<file path="src/common/tarc_cfg.svh">
`ifndef TARC_CFG_SVH
`define TARC_CFG_SVH

// register indices; byte address is four times the index
`define TARC_IDX_COARSE 8'h8c
`define TARC_IDX_FINE 8'h8d
`define TARC_IDX_MONITOR 8'h8e
`define TARC_IDX_CONV_SEL 8'h8f
`define TARC_IDX_OFFSET 8'h90
`define TARC_IDX_SLOPE 8'h91
`define TARC_IDX_RATE_POS 8'h92
`define TARC_IDX_CLK_REC 8'ha0

// reset values
`define TARC_RST_COARSE 5'h10
`define TARC_RST_FINE 4'h0
`define TARC_RST_MONITOR 1'h1
`define TARC_RST_CONV_SEL 3'h0
`define TARC_RST_OFFSET 8'h80
`define TARC_RST_SLOPE 8'h80
`define TARC_RST_RATE_POS 8'h1e
`define TARC_RST_CLK_REC 1'h0

// field limits and positions
`define TARC_COARSE_MAX 5'h18
`define TARC_SLOPE_SHIFT 7
`define TARC_MON_EN_BIT 0
`define TARC_LIMIT_EN_BIT 0

// bus answers
`define TARC_RESP_OKAY 2'h0
`define TARC_RESP_SLVERR 2'h2

`endif

</file>
<file path="src/common/tarc_pkg.sv">
package tarc_pkg;

    // strength correction settings, offset code and slope code
    typedef struct packed {
        logic [7:0] offset;
        logic [7:0] slope;
    } tarc_corr_s;

    // crystal trim outputs
    typedef struct packed {
        logic [4:0] coarse;
        logic [3:0] fine;
    } tarc_trim_s;

    // corrected strength sample
    typedef logic signed [10:0] tarc_strength_t;

endpackage

</file>
<file path="src/hw/tarc_strength_corr.sv">
`timescale 1ns/10ps
`default_nettype none
`include "tarc_cfg.svh"

module tarc_strength_corr
    import tarc_pkg::*;
(
    // clock and reset
    input wire logic aclk,
    input wire logic aresetn,
    // settings and raw sample
    input wire tarc_corr_s corr,
    input wire logic [7:0] raw,
    input wire logic raw_valid,
    // corrected sample
    output tarc_strength_t value,
    output logic value_valid
);

    // ------------------------------------------------
    // datapath
    // ------------------------------------------------
    logic [15:0] product; // raw times slope code
    logic [8:0] scaled; // product times 2^-7
    logic signed [10:0] offs; // offset code mapped to steps of two

    assign product = {8'h00, raw} * {8'h00, corr.slope};
    assign scaled = product[15:`TARC_SLOPE_SHIFT];
    // code 00h gives -256, 80h gives zero, ffh gives 254
    assign offs = $signed({2'h0, corr.offset, 1'h0}) - 11'sh100;

    // registered result keeps the output path short
    always_ff @(posedge aclk) begin
        if (!aresetn) begin
            value <= '0;
            value_valid <= 1'h0;
        end else begin
            value_valid <= raw_valid;
            if (raw_valid) begin
                value <= $signed({2'h0, scaled}) + offs;
            end
        end
    end

endmodule
`default_nettype wire

</file>
<file path="src/hw/tarc_rate_check.sv">
`timescale 1ns/10ps
`default_nettype none

module tarc_rate_check (
    // clock and reset
    input wire logic aclk,
    input wire logic aresetn,
    // settings
    input wire logic limit_en,
    input wire logic [7:0] threshold,
    // measured deviation above nominal
    input wire logic [7:0] deviation,
    input wire logic dev_valid,
    // verdict
    output logic accept,
    output logic accept_valid
);

    // ------------------------------------------------
    // acceptance decision
    // ------------------------------------------------
    // with the limit off every rate passes and the threshold is ignored
    always_ff @(posedge aclk) begin
        if (!aresetn) begin
            accept <= 1'h1;
            accept_valid <= 1'h0;
        end else begin
            accept_valid <= dev_valid;
            if (dev_valid) begin
                accept <= !limit_en || (deviation <= threshold);
            end
        end
    end

endmodule
`default_nettype wire

</file>
<file path="src/hw/tarc_regs.sv">
// Local design decision: register access over AXI4-Lite.
`timescale 1ns/10ps
`default_nettype none
`include "tarc_cfg.svh"

// Notes on behaviour
// - coarse trim 5 bits, 1 pF per step
// - coarse codes above 18h act as 24 pF
// - four fine trim bits, reset disconnected
// - monitor bit 0 enables strength pin buffer
// - 3-bit converter input select, reset 000
// - offset code maps -256..254 in steps two
// - slope multiplies by code times 2^-7
// - positive rate threshold sets accepted deviation
// - rate check active only with limit enable
module tarc_regs
    import tarc_pkg::*;
(
    // clock and reset
    input wire logic aclk,
    input wire logic aresetn,
    // axi4-lite write address
    input wire logic [9:0] s_axi_awaddr,
    input wire logic s_axi_awvalid,
    output logic s_axi_awready,
    // axi4-lite write data
    input wire logic [31:0] s_axi_wdata,
    input wire logic [3:0] s_axi_wstrb,
    input wire logic s_axi_wvalid,
    output logic s_axi_wready,
    // axi4-lite write response
    output logic [1:0] s_axi_bresp,
    output logic s_axi_bvalid,
    input wire logic s_axi_bready,
    // axi4-lite read address
    input wire logic [9:0] s_axi_araddr,
    input wire logic s_axi_arvalid,
    output logic s_axi_arready,
    // axi4-lite read data
    output logic [31:0] s_axi_rdata,
    output logic [1:0] s_axi_rresp,
    output logic s_axi_rvalid,
    input wire logic s_axi_rready,
    // trim and analogue controls
    output tarc_trim_s trim,
    output logic strength_pin_buffer_enable,
    output logic [2:0] converter_input_select,
    // raw signal strength in, corrected out
    input wire logic [7:0] signal_strength,
    input wire logic signal_strength_valid,
    output tarc_strength_t strength_corrected,
    output logic strength_corrected_valid,
    // recovered rate check
    input wire logic [7:0] rate_deviation,
    input wire logic rate_deviation_valid,
    output logic rate_accept,
    output logic rate_accept_valid
);

    // ------------------------------------------------
    // register storage
    // ------------------------------------------------
    // only the documented field bits are stored, so the
    // unused upper bits cannot hold anything
    logic [4:0] coarse_load_cap_code; // raw coarse code as written
    logic [3:0] crystal_fine_trim; // fine capacitor switches
    logic monitor_en; // strength pin buffer enable bit
    logic [2:0] conv_sel; // converter input selector
    logic [7:0] strength_offset_comp; // offset code
    logic [7:0] strength_slope_comp; // slope code
    logic [7:0] rate_accept_pos_threshold; // positive threshold
    logic rate_limit_enable; // clock recovery limit enable

    // ------------------------------------------------
    // write channel state
    // ------------------------------------------------
    logic aw_held; // write address captured
    logic w_held; // write data captured
    logic [7:0] aw_idx; // captured register index
    logic [7:0] w_byte; // captured low data byte
    logic w_lane0; // captured strobe of the low lane
    logic do_write; // both halves present this cycle
    logic wr_hit; // captured index is mapped

    // ------------------------------------------------
    // read channel state
    // ------------------------------------------------
    logic [7:0] ar_idx; // index of the incoming read
    logic [7:0] next_rbyte; // decoded read value
    logic rd_hit; // read index is mapped
    logic ar_take; // read address handshake

    // index from a byte address; low two bits do not select
    assign ar_idx = s_axi_araddr[9:2];
    assign ar_take = s_axi_arvalid && s_axi_arready;

    // the write happens once both halves are held and the
    // previous response has gone
    assign do_write = aw_held && w_held && !s_axi_bvalid;

    // ------------------------------------------------
    // address decode
    // ------------------------------------------------
    // one lookup serves both directions
    function automatic logic idx_mapped(input logic [7:0] idx);
        logic hit;
        hit = 1'h0;
        unique case (idx)
            `TARC_IDX_COARSE,
            `TARC_IDX_FINE,
            `TARC_IDX_MONITOR,
            `TARC_IDX_CONV_SEL,
            `TARC_IDX_OFFSET,
            `TARC_IDX_SLOPE,
            `TARC_IDX_RATE_POS,
            `TARC_IDX_CLK_REC: begin
                hit = 1'h1;
            end
            default: begin
                hit = 1'h0;
            end
        endcase
        return hit;
    endfunction

    assign wr_hit = idx_mapped(aw_idx);
    assign rd_hit = idx_mapped(ar_idx);

    // ------------------------------------------------
    // write address capture
    // ------------------------------------------------
    // ready drops while an address is held so that the
    // master keeps the next one until this write is done
    always_ff @(posedge aclk) begin
        if (!aresetn) begin
            aw_held <= 1'h0;
            aw_idx <= 8'h00;
            s_axi_awready <= 1'h0;
        end else begin
            if (do_write) begin
                aw_held <= 1'h0;
                s_axi_awready <= 1'h1;
            end else if (s_axi_awvalid && s_axi_awready) begin
                aw_held <= 1'h1;
                aw_idx <= s_axi_awaddr[9:2];
                s_axi_awready <= 1'h0;
            end else begin
                s_axi_awready <= !aw_held;
            end
        end
    end

    // ------------------------------------------------
    // write data capture
    // ------------------------------------------------
    // registers are one byte wide, so only lane 0 matters
    always_ff @(posedge aclk) begin
        if (!aresetn) begin
            w_held <= 1'h0;
            w_byte <= 8'h00;
            w_lane0 <= 1'h0;
            s_axi_wready <= 1'h0;
        end else begin
            if (do_write) begin
                w_held <= 1'h0;
                s_axi_wready <= 1'h1;
            end else if (s_axi_wvalid && s_axi_wready) begin
                w_held <= 1'h1;
                w_byte <= s_axi_wdata[7:0];
                w_lane0 <= s_axi_wstrb[0];
                s_axi_wready <= 1'h0;
            end else begin
                s_axi_wready <= !w_held;
            end
        end
    end

    // ------------------------------------------------
    // write response
    // ------------------------------------------------
    // unmapped indices answer slverr and change nothing
    always_ff @(posedge aclk) begin
        if (!aresetn) begin
            s_axi_bvalid <= 1'h0;
            s_axi_bresp <= `TARC_RESP_OKAY;
        end else begin
            if (do_write) begin
                s_axi_bvalid <= 1'h1;
                s_axi_bresp <= wr_hit ? `TARC_RESP_OKAY : `TARC_RESP_SLVERR;
            end else if (s_axi_bready) begin
                s_axi_bvalid <= 1'h0;
            end
        end
    end

    // ------------------------------------------------
    // register writes
    // ------------------------------------------------
    // upper bits of the written byte are dropped per field
    always_ff @(posedge aclk) begin
        if (!aresetn) begin
            coarse_load_cap_code <= `TARC_RST_COARSE;
            crystal_fine_trim <= `TARC_RST_FINE;
            monitor_en <= `TARC_RST_MONITOR;
            conv_sel <= `TARC_RST_CONV_SEL;
            strength_offset_comp <= `TARC_RST_OFFSET;
            strength_slope_comp <= `TARC_RST_SLOPE;
            rate_accept_pos_threshold <= `TARC_RST_RATE_POS;
            rate_limit_enable <= `TARC_RST_CLK_REC;
        end else if (do_write && w_lane0) begin
            unique case (aw_idx)
                `TARC_IDX_COARSE: begin
                    coarse_load_cap_code <= w_byte[4:0];
                end
                `TARC_IDX_FINE: begin
                    crystal_fine_trim <= w_byte[3:0];
                end
                `TARC_IDX_MONITOR: begin
                    monitor_en <= w_byte[`TARC_MON_EN_BIT];
                end
                `TARC_IDX_CONV_SEL: begin
                    conv_sel <= w_byte[2:0];
                end
                `TARC_IDX_OFFSET: begin
                    strength_offset_comp <= w_byte;
                end
                `TARC_IDX_SLOPE: begin
                    strength_slope_comp <= w_byte;
                end
                `TARC_IDX_RATE_POS: begin
                    rate_accept_pos_threshold <= w_byte;
                end
                `TARC_IDX_CLK_REC: begin
                    rate_limit_enable <= w_byte[`TARC_LIMIT_EN_BIT];
                end
                default: begin
                    // unmapped: nothing stored
                end
            endcase
        end
    end

    // ------------------------------------------------
    // read decode
    // ------------------------------------------------
    // the coarse register reads back the code as written;
    // the clamp only acts on the trim output
    always_comb begin
        next_rbyte = 8'h00;
        unique case (ar_idx)
            `TARC_IDX_COARSE: begin
                next_rbyte = {3'h0, coarse_load_cap_code};
            end
            `TARC_IDX_FINE: begin
                next_rbyte = {4'h0, crystal_fine_trim};
            end
            `TARC_IDX_MONITOR: begin
                next_rbyte = {7'h00, monitor_en};
            end
            `TARC_IDX_CONV_SEL: begin
                next_rbyte = {5'h00, conv_sel};
            end
            `TARC_IDX_OFFSET: begin
                next_rbyte = strength_offset_comp;
            end
            `TARC_IDX_SLOPE: begin
                next_rbyte = strength_slope_comp;
            end
            `TARC_IDX_RATE_POS: begin
                next_rbyte = rate_accept_pos_threshold;
            end
            `TARC_IDX_CLK_REC: begin
                next_rbyte = {7'h00, rate_limit_enable};
            end
            default: begin
                next_rbyte = 8'h00;
            end
        endcase
    end

    // ------------------------------------------------
    // read channel
    // ------------------------------------------------
    // one read at a time: the address is refused while data
    // waits, which keeps rdata stable until rready
    always_ff @(posedge aclk) begin
        if (!aresetn) begin
            s_axi_arready <= 1'h0;
            s_axi_rvalid <= 1'h0;
            s_axi_rdata <= 32'h0000_0000;
            s_axi_rresp <= `TARC_RESP_OKAY;
        end else begin
            if (ar_take) begin
                s_axi_arready <= 1'h0;
                s_axi_rvalid <= 1'h1;
                s_axi_rdata <= {24'h00_0000, next_rbyte};
                s_axi_rresp <= rd_hit ? `TARC_RESP_OKAY : `TARC_RESP_SLVERR;
            end else if (s_axi_rvalid) begin
                if (s_axi_rready) begin
                    s_axi_rvalid <= 1'h0;
                end
            end else begin
                s_axi_arready <= 1'h1;
            end
        end
    end

    // ------------------------------------------------
    // trim and control outputs
    // ------------------------------------------------
    // codes past the top step saturate so the load never
    // exceeds the largest switched capacitance
    always_ff @(posedge aclk) begin
        if (!aresetn) begin
            trim.coarse <= `TARC_RST_COARSE;
            trim.fine <= `TARC_RST_FINE;
        end else begin
            if (coarse_load_cap_code > `TARC_COARSE_MAX) begin
                trim.coarse <= `TARC_COARSE_MAX;
            end else begin
                trim.coarse <= coarse_load_cap_code;
            end
            trim.fine <= crystal_fine_trim;
        end
    end

    // monitor buffer and converter selector follow their fields
    always_ff @(posedge aclk) begin
        if (!aresetn) begin
            strength_pin_buffer_enable <= `TARC_RST_MONITOR;
            converter_input_select <= `TARC_RST_CONV_SEL;
        end else begin
            strength_pin_buffer_enable <= monitor_en;
            converter_input_select <= conv_sel;
        end
    end

    // ------------------------------------------------
    // strength correction
    // ------------------------------------------------
    tarc_corr_s corr; // packed correction settings

    assign corr = '{offset: strength_offset_comp, slope: strength_slope_comp};

    tarc_strength_corr i_tarc_strength_corr (
        .aclk(aclk),
        .aresetn(aresetn),
        .corr(corr),
        .raw(signal_strength),
        .raw_valid(signal_strength_valid),
        .value(strength_corrected),
        .value_valid(strength_corrected_valid)
    );

    // ------------------------------------------------
    // rate acceptance
    // ------------------------------------------------
    // the threshold counts only while the limit is enabled
    tarc_rate_check i_tarc_rate_check (
        .aclk(aclk),
        .aresetn(aresetn),
        .limit_en(rate_limit_enable),
        .threshold(rate_accept_pos_threshold),
        .deviation(rate_deviation),
        .dev_valid(rate_deviation_valid),
        .accept(rate_accept),
        .accept_valid(rate_accept_valid)
    );

endmodule
`default_nettype wire

</file>
<file path="config.mk">
export PLATFORM = sky130hd
export DESIGN_NAME = tarc_regs
export DESIGN_NICKNAME = d
export VERILOG_FILES = /design/src/common/tarc_pkg.sv /design/src/hw/tarc_strength_corr.sv /design/src/hw/tarc_rate_check.sv /design/src/hw/tarc_regs.sv
export VERILOG_INCLUDE_DIRS = /design/src /design/src/common
export SDC_FILE = /design/constraint.sdc
export NUM_CORES = 1
export LEC_CHECK = 0
export BUFFER_PORTS_ARGS = -buffer_cell sky130_fd_sc_hd__buf_4
export CORE_AREA = 3 3 154 156
export DETAILED_ROUTE_END_ITERATION = 10
export DIE_AREA = 0 0 157 159
export GPL_TIMING_DRIVEN = 0
export MAX_ROUTING_LAYER = met4
export SYNTH_ARGS = -nofsm -noshare
export SYNTH_HDL_FRONTEND = slang
export SYNTH_SLANG_ARGS = --single-unit
</file>
<file path="constraint.sdc">
create_clock -name aclk -period 16.6 [get_ports aclk]
set_clock_uncertainty 0.15 [all_clocks]
set_input_delay 0.83 -clock aclk [delete_from_list [all_inputs] [get_ports aclk]]
set_output_delay 0.83 -clock aclk [all_outputs]
set_load 0.02 [all_outputs]
</file>
==> qor.csv <==
stage,metric,value,unit
clock_network,clk_lat worst skew,350,ps
place,dpl hpwl,13.7,mm
synth,unique cell type count in the Yosys netlist,61,
synth,sequential area share after synthesis,29.5,%
pwr,Switch Pwr,0.000137,W
floorplan,IO Count,149,
final_layout,ant diodes,0,
final_layout,final net count,1031,
floorplan,initial core utilization,29.8,%
pwr,Leak,3.76,nW
synth,number of flops mapped to enable cells by yosys,0,
worst_setup_path,Arrival @ worst endpoint,6190,ps
timing,fmax,164,MHz
detailed_routing,DRC errors left,0,
floorplan,Die Y,159,µm
clock_network,Inserted Clock Buffers,9,
clock_network,clk buf depth,2,
grt,largest net degree at the start of global routing,18,
status,status,"complete, no violations",
synth,Post-synth ARST share,0,%
grt,first-pass GRT wire length,28.4,mm
timing,Slew @ Worst Pin,736,ps
clock_network,CTS resizes,0,
detailed_routing,drt first pass iters,5,
clock_network,post-CTS setup buffers,0,
worst_setup_path,Worst path slowest cell,fa_1,
timing,final hold vios,0,
floorplan,row cnt,55,
clock_network,clock edge transition at the registers on the reported setup and hold paths,70,ps
synth,synthesized cell area,6710,µm²
final_layout,final core utilization,36.2,%
grt,vias in the first global route,5379,
timing,relative slew slack,50.9,%
pwr,register share of total power,45.5,%
timing,hold slack,327,ps
worst_setup_path,CP Class,reg -> reg,
pwr,total power draw,0.000544,W
pwr,pwr/cell area,66.9,nW/µm²
clock_network,H-tree Lvls,3,
floorplan,die area,25000,µm²
final_layout,Finished Layout Cells,1154,
synth,Syn Area/Cell,9.06,µm²
timing,unrepaired setup endpoints after global routing,false,
final_layout,# fillers,2310,
detailed_routing,WL final,17.5,mm
timing,final setup violation count,0,
timing,minimum clock period,6110,ps
synth,post-synth top area share,29.5,%
grt,GRT Residual Overflow,0,
pwr,Comb pwr share,12.3,%
grt,initial antenna violation count,0,
clock_network,TritonCTS clock tree,built,
timing,final worst-path cycle share,36.8,%
final_layout,Sequential Area,1980,µm²
worst_setup_path,CP Capture Type,register,
grt,total track usage,14.7,%
worst_setup_path,CP startpoint kind,register,
hold_path,hold crit path type,reg -> reg,
worst_setup_path,Worst path max stage delay,560,ps
worst_setup_path,most frequent CP cell,fa_1,
floorplan,chip width,157,µm
pwr,worst vdd ir,0.0584,mV
place,Cell Count Post-Placement,1138,
place,# port buffers,87,
synth,largest area contributor in the netlist,dfxtp_1,
detailed_routing,total number of vias,5389,
worst_setup_path,Worst Path Required,16680,ps
clock_network,Root Buffer,clkbuf_16,
detailed_routing,drt via density,4.67,
clock_network,clk sink count,99,
clock_network,# hold bufs at CTS,0,
pwr,Int Pwr,0.000407,W
synth,yosys warns,0,
synth,ranking of synthesized cells by area,"dfxtp_1, fa_1, ha_1, mux2i_1, and2_1",
pwr,clock share of power,42.2,%
final_layout,Synth-to-Final Area Change,21.2,%
final_layout,ratio of cells with drive above 1 in the final layout,16.3,%
synth,Most used DFF post-synth,dfxtp_1,
worst_setup_path,crit-path max FO,10,
place,GP Congestion,0.830,
detailed_routing,WL per Instance,15.2,µm
timing,TNS Setup,0,ps
detailed_routing,DRT iter0 DRCs,230,
run,MaxCap Viol Count,0,
worst_setup_path,worst-path cell chain,clkbuf_1 -> and2_1 -> fa_1 -> fa_1 -> fa_1 -> inv_1 -> fa_1 -> inv_1 -> ha_1 -> and3_1 -> a32oi_2 -> and2_2 -> o21bai_1 -> xor2_1 -> ha_1 -> nor2b_1 -> o21ai_0 -> a21oi_1 -> o41ai_1 -> xnor2_1 -> a21oi_1,
floorplan,Core Region,22500,µm²
final_layout,Multi-input gate area,4290,µm²
synth,Synth Register Bits,99,
timing,Final Max Tran Viols,0,
detailed_routing,ANT nets after route,0,
pwr,Sw Ratio,25.2,%
synth,Syn Inst Count,741,
-- worst paths after layout --
check / start / endpoint / slack, ps / depth (start not counted)
hold / removal: s_axi_rvalid / s_axi_arready / 330 / 1
hold reg to reg: s_axi_rvalid / s_axi_arready / 330 / 1
setup / recovery: strength_slope_comp[7] / i_tarc_strength_corr.value[9] / 10490 / 21
setup reg to reg: strength_slope_comp[7] / i_tarc_strength_corr.value[9] / 10490 / 21
-- critical path: cells and delay by family, from the launching register on --
kind	cells	cell delay, ps
DFF	1	310
adders and majority gates	6	2700
xor gates and xnor gates	2	380
AOI/OAI and AO/OA	6	1120
and+or+nand+nor	4	830
buffers and inverters	3	500
-- power by group through the flow --
stage	logic, W	registers, W	clock network [W]
final	0.0000671	0.000248	0.000230
after floorplan	0.0000394	0.000255	0
after detailed placement	0.0000672	0.000253	0
after global routing	0.0000738	0.000248	0.000243
after global placement	0.0000667	0.000253	0
after CTS	0.0000674	0.000248	0.000233
-- state kept, by name, summed over array words and instances, names as in the netlist, 3 cells and up --
| signal | count |
|---|---|
| aw_idx | 8 |
| coarse_load_cap_code | 5 |
| conv_sel | 3 |
| converter_input_select | 3 |
| crystal_fine_trim | 4 |
| i_tarc_strength_corr.value | 11 |
| rate_accept_pos_threshold | 8 |
| s_axi_rdata | 8 |
| strength_offset_comp | 8 |
| strength_slope_comp | 8 |
| trim | 9 |
| w_byte | 8 |
-- logic make-up (layout without fill, tap and decap cells) --
| group | after synthesis | after routing | synth area share [%] |
|---|---|---|---|
| xor gates and xnor gates | 15 | 15 | 1.96 |
| adders and majority gates | 86 | 86 | 20.1 |
| muxes | 55 | 55 | 8.20 |
| AOI/OAI and AO/OA | 102 | 102 | 10.3 |
| buffers and inverters | 115 | 218 | 7.98 |
| other | 1 | 26 | 0.0559 |
| DFF | 99 | 99 | 29.5 |
| and+or+nand+nor | 268 | 268 | 21.9 |
-- stage by stage --
stage / area, µm² / worst slack (ps)
after floorplan: 6810 / 10780
after global placement: 7820 / 10160
after detailed placement: 7820 / 10190
after CTS: 8140 / 10470
after global routing: 8140 / 10120
final: 8140 / 10490
-- per-layer routing --
metal,part of all wire (%),vias up,GRT usage (%),routed length [µm]
met2,50,130,24.4,8690
met3,3.9,15,1.60,692
met5,0,-,-,0
met1,45,2560,19.3,7930
li1,-,2684,-,-
met4,1.3,0,3.26,220
-- cell type report --
cell class	instances	share of cell area [%]
Timing Repair Buffer	87	8.02
Tap cell	285	4.38
Multi-Input combinational cell	552	52.7
Clock buffer	10	2.81
Inverter	60	2.77
Buffer	55	3.81
Sequential cell	99	24.4
Clock inverter	6	1.15
-- cell usage after synthesis, types with 3 or more instances --
cell and n:
dfxtp_1 99, and2_1 62, inv_1 60, nand2_1 58, mux2i_1 55, nor2b_1 51
ha_1 50, fa_1 36, nor2_1 30, a21oi_1 26, buf_4 26, clkbuf_1 24
nand3_1 23, a21boi_0 17, o21ai_0 17, xnor2_1 8, nand3b_1 7, xor2_1 7
and3_1 6, a22oi_1 5, nand2b_1 5, nor3_1 5, a31oi_1 4, buf_2 4
nand4_1 4, o22ai_1 4, a21o_1 3, a32oi_1 3, o21a_1 3
-- placed cells by master, fill, tap and decap left out, drive strengths merged, types with 5 or more instances in the layout --
cell	instances
nand3	23
nor2	30
conb	26
nand2b	5
nor2b	51
xnor2	8
clkbuf	35
o21ai	19
nor3	6
nand2	58
xor2	7
mux2i	55
fa	36
a22oi	5
nand3b	7
a21boi	17
and3	6
ha	50
a21oi	27
dfxtp	99
inv	63
a31oi	5
and2	63
buf	117
No activity file was read; power rests on OpenSTA's default activity.
